## src/common/sfpe_pkg.sv

```systemverilog
// Constants and types shared by the serial flash program and erase engine.
package sfpe_pkg;
	localparam int PC_W = 14;
	localparam int DATA_W = 14;
	localparam int CMD_W = 6;
	localparam int OP_W = 5;
	localparam int LAT_N = 8;
	localparam int LAT_IDX_W = 3;
	localparam int ROW_LSB = 5;
	localparam int CP_BIT = 6;
	localparam int TMR_W = 20;
	// Command codes; the top command bit is a don't care.
	localparam logic [OP_W-1:0] OP_LOAD_CFG = 5'h00;
	localparam logic [OP_W-1:0] OP_LOAD_DATA = 5'h02;
	localparam logic [OP_W-1:0] OP_READ = 5'h04;
	localparam logic [OP_W-1:0] OP_INC_ADDR = 5'h06;
	localparam logic [OP_W-1:0] OP_RESET_ADDR = 5'h16;
	localparam logic [OP_W-1:0] OP_BEGIN_INT = 5'h08;
	localparam logic [OP_W-1:0] OP_BEGIN_EXT = 5'h18;
	localparam logic [OP_W-1:0] OP_END_EXT = 5'h0a;
	localparam logic [OP_W-1:0] OP_BULK_ERASE = 5'h09;
	localparam logic [OP_W-1:0] OP_ROW_ERASE = 5'h11;
	// Serial frame: falling edges counted per command and per data frame.
	localparam logic [4:0] CMD_FALLS = 5'd6;
	localparam logic [4:0] FRAME_FALLS = 5'd16;
	localparam logic [4:0] DATA_FIRST = 5'd1;
	localparam logic [4:0] DATA_LAST = 5'd14;
	// Address map.
	localparam logic [PC_W-1:0] PC_ZERO = 14'h0000;
	localparam logic [PC_W-1:0] CFG_BASE = 14'h2000;
	localparam logic [PC_W-1:0] CFG_LAST = 14'h2008;
	localparam logic [PC_W-1:0] CFG_WORD1 = 14'h2007;
	localparam logic [LAT_IDX_W-1:0] LAT_LAST = 3'h7;
	// Internal timing, in microseconds, and the clock period.
	localparam int CLK_PERIOD_NS = 50;
	localparam int BULK_ERASE_US = 5000;
	localparam int ROW_ERASE_US = 2500;
	localparam int PROG_US = 2500;
	localparam int BULK_ERASE_CYC = (BULK_ERASE_US * 1000 + CLK_PERIOD_NS - 1) / CLK_PERIOD_NS;
	localparam int ROW_ERASE_CYC = (ROW_ERASE_US * 1000 + CLK_PERIOD_NS - 1) / CLK_PERIOD_NS;
	localparam int PROG_CYC = (PROG_US * 1000 + CLK_PERIOD_NS - 1) / CLK_PERIOD_NS;
	typedef enum logic [1:0] {ST_CMD, ST_LOAD, ST_READ} sfpe_state_t;
endpackage : sfpe_pkg

```

## src/design/sfpe_engine.sv

```systemverilog
// Serial program and erase engine with write latches and code protection.
//
// Behaviour
// - Bulk erase in user range keeps IDs.
// - Bulk erase in config range erases IDs.
// - Bulk erase busy until bulk time elapses.
// - Bulk erase ignores code protection.
// - Row is 32 words, PC bits 13:5.
// - Protected row erase in program memory ignored.
// - Config range row erase erases IDs only.
// - Row erase busy until row time elapses.
// - Eight 14-bit write latches per begin command.
// - Each load fills one latch until begin.
// - Low PC bits pick latch; aligned group.
// - More than eight loads overwrite latches.
// - Protected program memory reads return zeros.
// - Protected program memory refuses programming.
// - IDs and config words always accessible.
// - Zero code-protect bit enables protection.
// - Only bulk erase clears protection.
// - Six-bit commands, LSb first, sample falling.
// - Load configuration sets PC to 2000h.
// - Reset address clears PC to zero.
module sfpe_engine
	import sfpe_pkg::*;
#(
	parameter int BULK_CYC = sfpe_pkg::BULK_ERASE_CYC,
	parameter int ROW_CYC = sfpe_pkg::ROW_ERASE_CYC,
	parameter int PRG_CYC = sfpe_pkg::PROG_CYC
)
(
	input wire logic clock,
	input wire logic sys_rst,
	input wire logic prog_serial_clock,
	input wire logic prog_serial_data_i,
	output logic prog_serial_data_o,
	output logic prog_serial_data_oe,
	input wire logic code_protect_n,
	output logic [sfpe_pkg::PC_W-1:0] nvm_rd_addr,
	input wire logic [sfpe_pkg::DATA_W-1:0] nvm_rd_data,
	output logic nvm_wr,
	output logic [sfpe_pkg::PC_W-1:0] nvm_wr_addr,
	output logic [sfpe_pkg::DATA_W-1:0] nvm_wr_data,
	output logic nvm_bulk_erase,
	output logic nvm_erase_ids,
	output logic nvm_row_erase,
	output logic [sfpe_pkg::PC_W-ROW_LSB-1:0] nvm_row_addr,
	output logic nvm_id_erase,
	output logic prog_busy,
	output logic code_protect_active
);
	import sfpe_pkg::*;

	// ----------------------------------------------------------------
	// Link sampling
	// ----------------------------------------------------------------
	// Both pins pass two flops so clock and data stay aligned in time.
	logic clk_s1_ff, clk_s2_ff, clk_prev_ff, dat_s1_ff, dat_s2_ff;
	always_ff @(posedge clock)
	begin
		clk_s1_ff <= prog_serial_clock;
		clk_s2_ff <= clk_s1_ff;
		clk_prev_ff <= clk_s2_ff;
		dat_s1_ff <= prog_serial_data_i;
		dat_s2_ff <= dat_s1_ff;
	end

	wire link_fall = clk_prev_ff & ~clk_s2_ff;
	wire link_rise = ~clk_prev_ff & clk_s2_ff;

	// ----------------------------------------------------------------
	// Command and frame state
	// ----------------------------------------------------------------
	sfpe_state_t state_ff, nxt_state;
	logic [4:0] cnt_ff, nxt_cnt;
	logic [CMD_W-1:0] cmd_ff, nxt_cmd;
	logic [DATA_W-1:0] sreg_ff, nxt_sreg;
	logic [PC_W-1:0] pc_ff, nxt_pc;
	logic cp_ff, cp_seen_ff;
	logic [TMR_W-1:0] tmr_ff, nxt_tmr;
	logic ext_ff, nxt_ext;
	logic wr_run_ff, nxt_wr_run;
	logic [LAT_IDX_W-1:0] wr_idx_ff, nxt_wr_idx;
	logic [LAT_N-1:0] vld_ff;
	logic [DATA_W-1:0] lat_ff [LAT_N];
	logic dout_ff, oe_ff, nxt_dout, nxt_oe;
	logic bulk_ff, ids_ff, row_ff, id_ff;

	// Command decode: the last command fall completes the opcode.
	wire [CMD_W-1:0] cmd_full = {dat_s2_ff, cmd_ff[CMD_W-1:1]};
	wire [OP_W-1:0] op = cmd_full[OP_W-1:0];
	wire cmd_done = (state_ff == ST_CMD) && link_fall && (cnt_ff == CMD_FALLS - 5'd1);
	wire frame_end = (state_ff != ST_CMD) && link_fall && (cnt_ff == FRAME_FALLS - 5'd1);
	wire in_pm = pc_ff < CFG_BASE;
	wire in_cfg = (pc_ff >= CFG_BASE) && (pc_ff <= CFG_LAST);
	wire pm_locked = cp_ff && in_pm;
	wire do_begin = cmd_done && ((op == OP_BEGIN_INT) || (op == OP_BEGIN_EXT));
	wire do_bulk = cmd_done && (op == OP_BULK_ERASE);
	wire do_row = cmd_done && (op == OP_ROW_ERASE);
	wire load_end = frame_end && (state_ff == ST_LOAD);
	wire [DATA_W-1:0] rd_word = pm_locked ? '0 : nvm_rd_data;
	wire tmr_load = do_bulk || (do_row && (in_cfg || !pm_locked))
		|| (do_begin && (op == OP_BEGIN_INT));

	// Next-state logic for the serial side and the program counter.
	always_comb
	begin
		nxt_state = state_ff;
		nxt_cnt = cnt_ff;
		nxt_cmd = cmd_ff;
		nxt_sreg = sreg_ff;
		nxt_pc = pc_ff;
		nxt_dout = dout_ff;
		nxt_oe = oe_ff;
		unique case (state_ff)
			ST_CMD:
			begin
				if (link_fall)
				begin
					nxt_cmd = cmd_full;
					nxt_cnt = cnt_ff + 5'd1;
				end
				if (cmd_done)
				begin
					nxt_cnt = '0;
					if ((op == OP_LOAD_CFG) || (op == OP_LOAD_DATA))
						nxt_state = ST_LOAD;
					else if (op == OP_READ)
					begin
						nxt_state = ST_READ;
						nxt_sreg = rd_word;
					end
					else if (op == OP_INC_ADDR)
						nxt_pc = pc_ff + 14'h0001;
					else if (op == OP_RESET_ADDR)
						nxt_pc = PC_ZERO;
					// Moving the counter at the command makes the frame fill the base latch.
					if (op == OP_LOAD_CFG)
						nxt_pc = CFG_BASE;
				end
			end
			ST_LOAD:
			begin
				if (link_fall)
				begin
					nxt_cnt = cnt_ff + 5'd1;
					if ((cnt_ff >= DATA_FIRST) && (cnt_ff <= DATA_LAST))
						nxt_sreg = {dat_s2_ff, sreg_ff[DATA_W-1:1]};
				end
				if (frame_end)
				begin
					nxt_state = ST_CMD;
					nxt_cnt = '0;
				end
			end
			ST_READ:
			begin
				// Drive from the first frame fall; shift out on the rises between.
				if (link_fall)
				begin
					nxt_cnt = cnt_ff + 5'd1;
					nxt_oe = 1'b1;
				end
				if (link_rise && (cnt_ff >= DATA_FIRST) && (cnt_ff <= DATA_LAST))
				begin
					nxt_dout = sreg_ff[0];
					nxt_sreg = {1'b0, sreg_ff[DATA_W-1:1]};
				end
				else if (link_rise)
					nxt_dout = 1'b0;
				if (frame_end)
				begin
					nxt_state = ST_CMD;
					nxt_cnt = '0;
					nxt_oe = 1'b0;
					nxt_dout = 1'b0;
				end
			end
		endcase
	end

	always_ff @(posedge clock)
	begin
		if (sys_rst)
		begin
			state_ff <= ST_CMD;
			cnt_ff <= '0;
			cmd_ff <= '0;
			sreg_ff <= '0;
			pc_ff <= PC_ZERO;
			dout_ff <= 1'b0;
			oe_ff <= 1'b0;
		end
		else
		begin
			state_ff <= nxt_state;
			cnt_ff <= nxt_cnt;
			cmd_ff <= nxt_cmd;
			sreg_ff <= nxt_sreg;
			pc_ff <= nxt_pc;
			dout_ff <= nxt_dout;
			oe_ff <= nxt_oe;
		end
	end

	// ----------------------------------------------------------------
	// Write latches
	// ----------------------------------------------------------------
	// Latches drain on a begin command; a new load wins over the clear.
	wire wr_ok = !pm_locked;
	for (genvar i = 0; i < LAT_N; i++)
	begin : g_lat
		wire hit = load_end && (pc_ff[LAT_IDX_W-1:0] == LAT_IDX_W'(i));
		always_ff @(posedge clock)
		begin
			if (sys_rst)
				vld_ff[i] <= 1'b0;
			else if (hit)
				vld_ff[i] <= 1'b1;
			else if (do_begin)
				vld_ff[i] <= 1'b0;
		end
		always_ff @(posedge clock)
		begin
			if (sys_rst)
				lat_ff[i] <= '0;
			else if (hit)
				lat_ff[i] <= sreg_ff;
		end
	end

	// Copy of the latches taken at begin, so the next loads can start early.
	logic [DATA_W-1:0] wq_ff [LAT_N];
	logic [LAT_N-1:0] wq_vld_ff;
	always_ff @(posedge clock)
	begin
		if (sys_rst)
			wq_vld_ff <= '0;
		else if (do_begin)
			wq_vld_ff <= wr_ok ? vld_ff : '0;
	end
	always_ff @(posedge clock)
	begin
		if (do_begin)
			wq_ff <= lat_ff;
	end

	// Walk the eight aligned words of the group, one per cycle.
	always_comb
	begin
		nxt_wr_run = wr_run_ff;
		nxt_wr_idx = wr_idx_ff;
		if (do_begin)
		begin
			nxt_wr_run = 1'b1;
			nxt_wr_idx = '0;
		end
		else if (wr_run_ff)
		begin
			nxt_wr_idx = wr_idx_ff + 3'h1;
			nxt_wr_run = wr_idx_ff != LAT_LAST;
		end
	end

	assign nvm_wr = wr_run_ff && wq_vld_ff[wr_idx_ff];
	assign nvm_wr_addr = {pc_ff[PC_W-1:LAT_IDX_W], wr_idx_ff};
	assign nvm_wr_data = wq_ff[wr_idx_ff];
	assign nvm_rd_addr = pc_ff;

	// ----------------------------------------------------------------
	// Erase, timing and protection
	// ----------------------------------------------------------------
	always_comb
	begin
		nxt_tmr = tmr_ff;
		nxt_ext = ext_ff;
		if (tmr_ff != '0)
			nxt_tmr = tmr_ff - 20'h1;
		if (do_bulk)
			nxt_tmr = TMR_W'(BULK_CYC);
		else if (tmr_load && (op == OP_ROW_ERASE))
			nxt_tmr = TMR_W'(ROW_CYC);
		else if (tmr_load)
			nxt_tmr = TMR_W'(PRG_CYC);
		if (do_begin && (op == OP_BEGIN_EXT))
			nxt_ext = 1'b1;
		else if (cmd_done && (op == OP_END_EXT))
			nxt_ext = 1'b0;
	end

	always_ff @(posedge clock)
	begin
		if (sys_rst)
		begin
			tmr_ff <= '0;
			ext_ff <= 1'b0;
			wr_run_ff <= 1'b0;
			wr_idx_ff <= '0;
			bulk_ff <= 1'b0;
			ids_ff <= 1'b0;
			row_ff <= 1'b0;
			id_ff <= 1'b0;
		end
		else
		begin
			tmr_ff <= nxt_tmr;
			ext_ff <= nxt_ext;
			wr_run_ff <= nxt_wr_run;
			wr_idx_ff <= nxt_wr_idx;
			bulk_ff <= do_bulk;
			ids_ff <= do_bulk && in_cfg;
			row_ff <= do_row && in_pm && !cp_ff;
			id_ff <= do_row && in_cfg;
		end
	end

	always_ff @(posedge clock)
	begin
		if (do_row)
			nvm_row_addr <= pc_ff[PC_W-1:ROW_LSB];
	end

	// Protection is caught from the array once after reset, then tracked.
	always_ff @(posedge clock)
	begin
		if (sys_rst)
		begin
			cp_ff <= 1'b0;
			cp_seen_ff <= 1'b0;
		end
		else if (!cp_seen_ff)
		begin
			cp_ff <= !code_protect_n;
			cp_seen_ff <= 1'b1;
		end
		else if (bulk_ff)
			cp_ff <= 1'b0;
		else if (nvm_wr && (nvm_wr_addr == CFG_WORD1) && !nvm_wr_data[CP_BIT])
			cp_ff <= 1'b1;
	end

	assign nvm_bulk_erase = bulk_ff;
	assign nvm_erase_ids = ids_ff;
	assign nvm_row_erase = row_ff;
	assign nvm_id_erase = id_ff;
	assign prog_busy = (tmr_ff != '0) || ext_ff || wr_run_ff;
	assign code_protect_active = cp_ff;
	assign prog_serial_data_o = dout_ff;
	assign prog_serial_data_oe = oe_ff;
endmodule : sfpe_engine

```

## config.mk

```make
export PLATFORM = sky130hd
export DESIGN_NAME = sfpe_engine
export DESIGN_NICKNAME = d
export VERILOG_FILES = /design/src/common/sfpe_pkg.sv /design/src/design/sfpe_engine.sv
export SDC_FILE = /design/constraint.sdc
export NUM_CORES = 1
export LEC_CHECK = 0
export ABC_AREA = 1
export BUFFER_PORTS_ARGS = -buffer_cell sky130_fd_sc_hd__buf_2
export CORE_UTILIZATION = 42
export CTS_CLUSTER_DIAMETER = 80
export CTS_CLUSTER_SIZE = 10
export DETAILED_ROUTE_END_ITERATION = 10
export SETUP_SLACK_MARGIN = 0.05
export SLEW_MARGIN = 20
export SYNTH_ARGS = -nofsm -noshare
export SYNTH_HDL_FRONTEND = slang
export SYNTH_SLANG_ARGS = --single-unit
```

## constraint.sdc

```tcl
create_clock -name clock -period 7.14 [get_ports clock]
set_input_delay 1.785 -clock clock [delete_from_list [all_inputs] [get_ports clock]]
set_output_delay 1.785 -clock clock [all_outputs]
set_load 0.03 [all_outputs]
```

Yosys cells after proc, flatten, opt, wreduce, memory -nomap -nowiden
Index checks and enable logic that the tools add are counted.
W data, S select, Z words.
{"block": "totals", "output_inout_bits": 60, "romBits": 0, "latch_bits": 0, "inputBits": 19, "word_cells": 226, "ram_bits": 0, "ff_bits": 328, "n_memories": 0}
{"block": "op_classes", "div": 0, "n_reduce_logical": 73, "shifts": 0, "mul": 0, "muxes": 54, "n_eq_ne": 33, "addsub": 4, "n_bitwise": 5, "magnitude_cmp": 7}
{"op": "$mux W14", "n": 14}
{"op": "$mux W17", "n": 4}
{"op": "$bmux W14 S3", "n": 1}
{"op": "$pmux W14 S3", "n": 1}
{"op": "$logic_and A1 B1 Y1", "n": 33}
{"op": "$mux W1", "n": 23}
{"op": "$reduce_bool A2 Y1", "n": 11}
{"op": "$eq A5 B4 Y1 const B", "n": 4}
{"op": "$reduce_bool A20 Y1", "n": 1}
{"op": "$sub A20 B1 Y20 const B", "n": 1}
{"op": "$eq A5 B3 Y1 const B", "n": 3}
{"op": "$eq A5 B5 Y1 const B", "n": 3}
{"op": "$mux W5", "n": 3}
{"op": "$add A14 B1 Y14 const B", "n": 1}
{"op": "$eq A14 B14 Y1 const B", "n": 1}
{"op": "$ge A14 B14 Y1 const B", "n": 1}
{"op": "$le A14 B14 Y1 const B", "n": 1}
{"op": "$lt A14 B14 Y1 const B", "n": 1}
{"op": "$eq A3 B3 Y1 const B", "n": 4}
{"op": "$ne A2 B2 Y1 const B", "n": 6}
{"op": "$pmux W5 S2", "n": 1}
{"op": "$reduce_bool A3 Y1", "n": 3}
{"op": "$mux W2", "n": 4}
{"op": "$mux W8", "n": 1}
{"op": "31 further kinds", "n": 50}

Depth between registers and ports, before layout
Gate-level depths: netlist of run 1.
{"block": "depth", "ltp_word": 11, "depth_mapped": 13, "ltp_nobuf": 12}

Worst setup path after synthesis of run 1
OpenSTA, ideal clock, no wires.
{"block": "synth_timing", "kind": "flip-flop to flip-flop", "startpoint": "register state_ff[0]", "endpoint": "register wq_vld_ff[0]", "setup_time_ps": 110, "setup_slack_ps": 4, "t_arrival_ps": 7026, "required_time_ps": 7030, "path_buffers": 0, "path_stages_with_launch": 9, "period_less_slack_ps": 7136, "cell_sequence": "dfxtp_1 inv_1 ha_1 nand3_1 inv_1 nand4_1 nor2_1 nand3_1 o21ai_0"}
{"block": "synth_between", "elab_chain_cells": 4}
{"item": "from (decl)", "line_no": "sfpe_engine.sv:74", "text": "sfpe_state_t state_ff, nxt_state;"}
{"item": "from (signal assigned)", "line_no": "sfpe_engine.sv:196", "text": "state_ff <= nxt_state;"}
{"item": "$logic_not A2 Y1", "line_no": "sfpe_engine.sv:92", "text": "wire cmd_done = (state_ff == ST_CMD) && link_fall && (cnt_ff == CMD_FALLS - 5'd1);"}
{"item": "$logic_and A1 B1 Y1 (2 in a row)", "line_no": "sfpe_engine.sv:92"}
{"item": "$logic_and A1 B1 Y1", "line_no": "sfpe_engine.sv:97", "text": "wire do_begin = cmd_done && ((op == OP_BEGIN_INT) || (op == OP_BEGIN_EXT));"}
{"item": "net do_begin", "line_no": "sfpe_engine.sv:97"}
{"item": "to (signal assigned)", "line_no": "sfpe_engine.sv:240", "text": "wq_vld_ff <= wr_ok ? vld_ff : '0;"}
{"item": "to (decl)", "line_no": "sfpe_engine.sv:234", "text": "logic [LAT_N-1:0] wq_vld_ff;"}
The timed path passes the listed nets, and every way through them passes these cells.
A chain may end at the register's enable or synchronous reset.

Worst setup path after layout of run 1
{"block": "layout_timing", "startpoint": "register wr_idx_ff[2]", "endpoint": "output nvm_wr"}
{"block": "layout_between", "elab_chain_cells": 3}
{"item": "from (decl)", "line_no": "sfpe_engine.sv:83", "text": "logic [LAT_IDX_W-1:0] wr_idx_ff, nxt_wr_idx;"}
{"item": "from (signal assigned)", "line_no": "sfpe_engine.sv:309", "text": "wr_idx_ff <= nxt_wr_idx;"}
{"item": "$bmux W1 S3", "line_no": "sfpe_engine.sv:265", "text": "assign nvm_wr = wr_run_ff && wq_vld_ff[wr_idx_ff];"}
{"item": "$mux W1 (not written as such)", "line_no": "sfpe_engine.sv:265"}
{"item": "$logic_and A1 B1 Y1", "line_no": "sfpe_engine.sv:265"}
{"item": "to (decl)", "line_no": "sfpe_engine.sv:41", "text": "output logic nvm_wr,"}
No other way between the ends. The select of a mux whose other input is x is not followed.

==> impl_metrics.json, run 1 <==
{
  "async_reset_ff_share_pct": 0,
  "synth_most_common_cell": "nand2_1",
  "io_buffers": 78,
  "use_met2_pct": 33.3,
  "hpwl_mm": 20.3,
  "synth_nets": 1507,
  "synthCells": 1472,
  "grt_max_degree": 70,
  "cpMaxStageDelayCell": "dfxtp_1",
  "finalCritPeriodShare_pct": 64.5,
  "ant_nets": 0,
  "io_pins": 79,
  "antenna_found_initial": 0,
  "ys_seq_area_share_pct": 58.8,
  "p_int_mw": 3.29,
  "gr-usage-all-layers_pct": 20.4,
  "tns_ns": 0,
  "slew_violations": 0,
  "cts.sinks": 327,
  "num-nets-final": 1550,
  "timing_worst_slew_pin_value_ns": 1.03,
  "rows": 64,
  "syn_area_mm2": 0.0132,
  "path_delay_family": "flip-flops",
  "use_met3_pct": 3.75,
  "wl_per_cell_um": 16.6,
  "p_sw_mw": 1.42,
  "synth-seq-cells": 327,
  "fill_cells": 2979,
  "grt_pass1_vias": 9614,
  "p_sw_share_pct": 30.2,
  "via_per_inst": 5.20,
  "synth_top_area_share_pct": 31.3,
  "place_congestion": 0.859,
  "hold_viol_final": 0,
  "rsz0062_at_grt": "no",
  "failed_checks": "design-rule violations",
  "synth_flop_cell": "dfxtp_1",
  "initialDrtViolationCount": 714,
  "cts_resized": 0,
  "vias": 10100,
  "htree_levels": 2,
  "antenna_cells": 0,
  "die_h_um": 179,
  "layout_setup_ws_ns": 2.53,
  "die-area_mm2": 0.0321,
  "start_kind": "flop",
  "wl_mm": 32.1,
  "grt-ovfl-total": 0,
  "ir_drop_v": 0.000182,
  "clkTransAtPathRegs_ns": 0.06,
  "pre_cts_ws_ns": 2.49,
  "power_density_mw_per_mm2": 318,
  "cp-end-kind": "primary output",
  "cts_hold_buffers": 0,
  "crit_type": "reg -> out",
  "slowest_delay_ns": 0.98,
  "synth_edf_count": 121,
  "die_x_um": 179,
  "root_buffer": "clkbuf_16",
  "path_buf_inv": 3,
  "fmax_mhz": 217,
  "fin_crit_ns": 4.61,
  "post_cts_buffers": 0,
  "ys_types": 36,
  "drtPass1Iterations": 9,
  "yosys.area.top_type": "dfxtp_1",
  "cts_tree": "yes",
  "finClkSkew_ns": 0.0133,
  "met1_usage_pct": 27.5,
  "setup_viol": 0,
  "crit_path_max_fanout": 20,
  "regArea_mm2": 0.00776,
  "syn_area_per_cell_um2": 8.96,
  "drv_cap": 0,
  "clockBufferDepth": 3,
  "drive_above_1_share_pct": 10.2,
  "slew_headroom_pct": 31.5,
  "clk_latency_ns": 0.52,
  "clkPwrFrac_pct": 37.2,
  "synth_commonest_cells": "nand2_1 (209), dfxtp_1 (206), o21ai_0 (187)",
  "hp-class": "reg -> reg",
  "top_usage_layer": "met2",
  "cts_inserted_buffers": 38,
  "power.leakage_nw": 5.94,
  "grt_pass1_wl_mm": 51.0,
  "ys.warnings.count": 0,
  "area_growth_pct": 12.3,
  "core_area_mm2": 0.0307,
  "combPwrFrac_pct": 18.1,
  "worstPathRequired_ns": 5.36,
  "path_cells": "inv_1, nand3_1, nand3_1, inv_1, buf_2",
  "status": "complete, but fails checks",
  "start_util_pct": 42.9,
  "multi_input_area_mm2": 0.00451,
  "p_seq_share_pct": 44.7,
  "arrival_ns": 2.82,
  "synth_area_leaders": "dfxtp_1 (31%), edfxtp_1 (28%), o21ai_0 (7.1%)",
  "drc": 4
}
==> registers in the layout, indices dropped and copies added, names as in the netlist, 8 cells and up <==
signal and cells:
lat_ff 112, wq_ff 112, tmr_ff 20, nvm_rd_addr 14, sreg_ff 14, nvm_row_addr 9, vld_ff 8, wq_vld_ff 8
==> through the flow <==
stage               total power, mW  cells  utilization, %  hold WS [ns]  instance area, um^2
CTS                            4.75   1938            48.2         0.327                14800
global placement               2.98   1871            44.6         0.313                13700
floorplan                      2.77   1472               -         0.310                13200
detailed placement             2.99   1871            44.6         0.313                13700
finish                         4.71   1938            48.2         0.325                14800
global route                   4.97   1938            48.2         0.339                14800
==> cells by family after synthesis <==
logic type                 count (synthesis)  synth area share (%)
DFF                                      327                  58.8
and+or+nand+nor                          519                  16.7
adders and majority gates                 16                  1.52
xor gates and xnor gates                   9                 0.598
AOI/OAI and AO/OA                        386                  15.2
buffers and inverters                    215                  7.09
==> per-layer routing <==
metal  up-vias  part of all wire (%)  wire [um]
met5         -                     0          0
li1       5052                     -          -
met1      4751                    46      14900
met2       229                    46      14700
met4         0                   2.2        702
met3        53                   5.5       1750
==> power by group through the flow <==
stage                     clock network (mW)  registers [mW]  logic (mW)
after floorplan                            0            2.12       0.651
after global placement                     0            2.14       0.840
after detailed placement                   0            2.14       0.846
after CTS                               1.79            2.10       0.851
after global routing                    1.88            2.12       0.975
final                                   1.75            2.10       0.853
==> cell usage in the layout (no fill, tap or decap), types with 2 or more instances in the layout <==
cell type | netlist | layout
a211oi_1 | 2 | 2
a21oi_1 | 145 | 145
buf_2 | 18 | 78
buf_4 | 14 | 7
clkbuf_1 | 41 | 25
clkbuf_16 | 0 | 39
clkinv_2 | 0 | 2
clkinv_8 | 0 | 2
dfxtp_1 | 206 | 204
dfxtp_2 | 0 | 2
edfxtp_1 | 121 | 121
ha_1 | 16 | 16
inv_1 | 124 | 122
inv_2 | 9 | 9
nand2_1 | 209 | 209
nand3_1 | 84 | 84
nand3_2 | 3 | 3
nand3b_1 | 4 | 4
nand4_1 | 13 | 13
nor2_1 | 176 | 175
nor2_2 | 3 | 3
nor2_4 | 1 | 2
nor3_1 | 18 | 18
o21ai_0 | 187 | 187
o21ai_1 | 9 | 9
o21bai_1 | 4 | 4
o22ai_1 | 36 | 36
or2_2 | 3 | 3
xnor2_1 | 4 | 4
xor2_1 | 5 | 5
==> path summary, 6_finish.rpt <==
check,slack (ns),startpoint,endpoint,cells after the start
worst max-delay path,2.53,wr_idx_ff[2],nvm_wr,5
worst min-delay path,0.33,clk_s1_ff,clk_s2_ff,0
worst max register to register,4.15,state_ff[0],wq_vld_ff[4],9
worst min register to register,0.33,clk_s1_ff,clk_s2_ff,0
==> layout make-up <==
class / instances / area share [%]
sequential: 327 / 52.4
multi-input combinational: 930 / 30.4
clock buffer: 64 / 7.22
inverter: 133 / 3.38
tap: 396 / 3.34
timing repair buffer: 85 / 2.99
clock inverter: 3 / 0.253
(Power assumes the default switching activity.)
==> run 2: changes to the inputs <==
==> constraint.sdc (replaced) <==
create_clock -name clock -period 4.5 [get_ports clock]
set_input_delay 1.125 -clock clock [delete_from_list [all_inputs] [get_ports clock]]
set_output_delay 1.125 -clock clock [all_outputs]
set_load 0.03 [all_outputs]
==> impl_metrics.json, run 2 (synthesis results as in run 1) <==
{
  "largestRegisters": "lat_ff x112, wq_ff x112, tmr_ff x20",
  "wl_mm": 31.9,
  "crit_path_max_fanout": 27,
  "io_pins": 79,
  "slew_headroom_pct": 53.7,
  "area_growth_pct": 12.8,
  "drc": 8,
  "start_util_pct": 42.9,
  "use_met2_pct": 32.6,
  "htree_levels": 2,
  "fill_cells": 2949,
  "worstHoldStart": "clk_s1_ff",
  "antenna_found_initial": 0,
  "drtPass1Iterations": 8,
  "crit_type": "reg -> out",
  "cp-end-kind": "primary output",
  "place_congestion": 0.877,
  "wl_per_cell_um": 16.4,
  "rsz0062_at_grt": "no",
  "tns_ns": 0,
  "grt_pass1_wl_mm": 50.3,
  "hpwl_mm": 19.9,
  "power_density_mw_per_mm2": 502,
  "core_area_mm2": 0.0307,
  "cts.sinks": 327,
  "cpMaxStageDelayCell": "clkinv_1",
  "ant_nets": 0,
  "hp-class": "reg -> reg",
  "setup_viol": 0,
  "start_kind": "flop",
  "cts_inserted_buffers": 38,
  "cts_tree": "yes",
  "path_cells": "clkinv_1, buf_4, o21ai_0, o22ai_1, nand2_1, nand2_1, buf_2",
  "drv_cap": 0,
  "antenna_cells": 0,
  "die_h_um": 179,
  "timing_worst_slew_pin_value_ns": 0.695,
  "startpoint": "wr_idx_ff[0]",
  "post_cts_buffers": 0,
  "path_delay_family": "buffers and inverters",
  "crit_top_cell": "nand2_1",
  "finClkSkew_ns": 0.0206,
  "grt_max_degree": 133,
  "clkTransAtPathRegs_ns": 0.05,
  "top_usage_layer": "met2",
  "initialDrtViolationCount": 901,
  "io_buffers": 78,
  "stdcell_area_mm2": 0.0149,
  "met1_usage_pct": 27.9,
  "fmax_mhz": 288,
  "cts_hold_buffers": 0,
  "arrival_ns": 2.35,
  "layout_setup_ws_ns": 1.02,
  "clk_latency_ns": 0.52,
  "ir_drop_v": 0.000286,
  "grt-ovfl-total": 0,
  "hold_viol_final": 0,
  "stdcell_count": 1943,
  "whs_ns": 0.329,
  "postPlaceCellArea_mm2": 0.0138,
  "drive_above_1_share_pct": 10.5,
  "num-nets-final": 1555,
  "via_per_inst": 5.17,
  "r2r_start": "state_ff[0]",
  "power.leakage_nw": 5.97,
  "finalCritPeriodShare_pct": 77.2,
  "grt_pass1_vias": 9324,
  "slowest_delay_ns": 0.41,
  "cts_resized": 0,
  "die_x_um": 179,
  "pre_cts_ws_ns": 1.54,
  "clockBufferDepth": 3,
  "failed_checks": "design-rule violations",
  "use_met3_pct": 2.88,
  "die-area_mm2": 0.0321,
  "fin_crit_ns": 3.48,
  "root_buffer": "clkbuf_16",
  "vias": 10000,
  "worstPathRequired_ns": 3.38,
  "gr-usage-all-layers_pct": 20.1,
  "dp.cells": 1876,
  "slew_violations": 0,
  "layout_commonest_cell": "nand2_1",
  "layout_common_cells": "nand2_1 (209), dfxtp_1 (205), o21ai_0 (187), nor2_1 (175), a21oi_1 (145)",
  "path_buf_inv": 3,
  "status": "complete, but fails checks",
  "rows": 64
}
==> run 2: cell types whose count changed in the layout (fill, tap and decap cells not counted), sizes merged <==
cell / delta
buf: +5
==> run 2: routing by layer <==
layer / share of wire [%] / vias to the layer above / wire length, um
li1: - / 5061 / -
met1: 47 / 4705 / 15000
met2: 46 / 221 / 14800
met3: 4.2 / 56 / 1350
met4: 2.3 / 0 / 733
met5: 0 / - / 0
==> run 2: worst paths after layout <==
| kind | end | slack [ns] | cells after the start |
|---|---|---|---|
| worst max-delay path | nvm_wr_data[3] | 1.02 | 7 |
| worst min-delay path | clk_s2_ff | 0.33 | 0 |
| worst max register to register | wq_vld_ff[1] | 1.88 | 9 |
| worst min register to register | clk_s2_ff | 0.33 | 0 |
==> run 2: power breakdown <==
part / switching [mW] / leakage (nW) / internal (mW)
registers: 0.140 / 2.80 / 3.20
logic: 0.954 / 2.64 / 0.394
clock network: 1.16 / 0.528 / 1.62
==> run 2: worst register-to-register path, cell delays in order (launching register included) <==
cell and delay [ns]:
dfxtp_1 0.33, inv_1 0.09, ha_1 0.23, nand3_1 0.40, inv_1 0.15, nand4_1 0.14, nor2_4 0.15, buf_4 0.43
nand3_1 0.34, o21ai_0 0.27
==> run 2: cell type report <==
cell class | count | area [um^2] | share of cell area, %
Inverter | 133 | 500 | 3.36
Tap cell | 396 | 495 | 3.33
Clock buffer | 64 | 1070 | 7.19
Timing Repair Buffer | 90 | 505 | 3.40
Clock inverter | 3 | 37.5 | 0.252
Sequential cell | 327 | 7760 | 52.1
Multi-Input combinational cell | 930 | 4510 | 30.3
==> run 2: stage by stage <==
stage / total power [mW] / utilization [%]
2_1_floorplan: 4.40 / -
3_3_place_gp: 4.72 / 44.8
3_5_place_dp: 4.75 / 44.8
4_1_cts: 7.52 / 48.4
5_1_grt: 7.86 / 48.4
6_report: 7.47 / 48.4
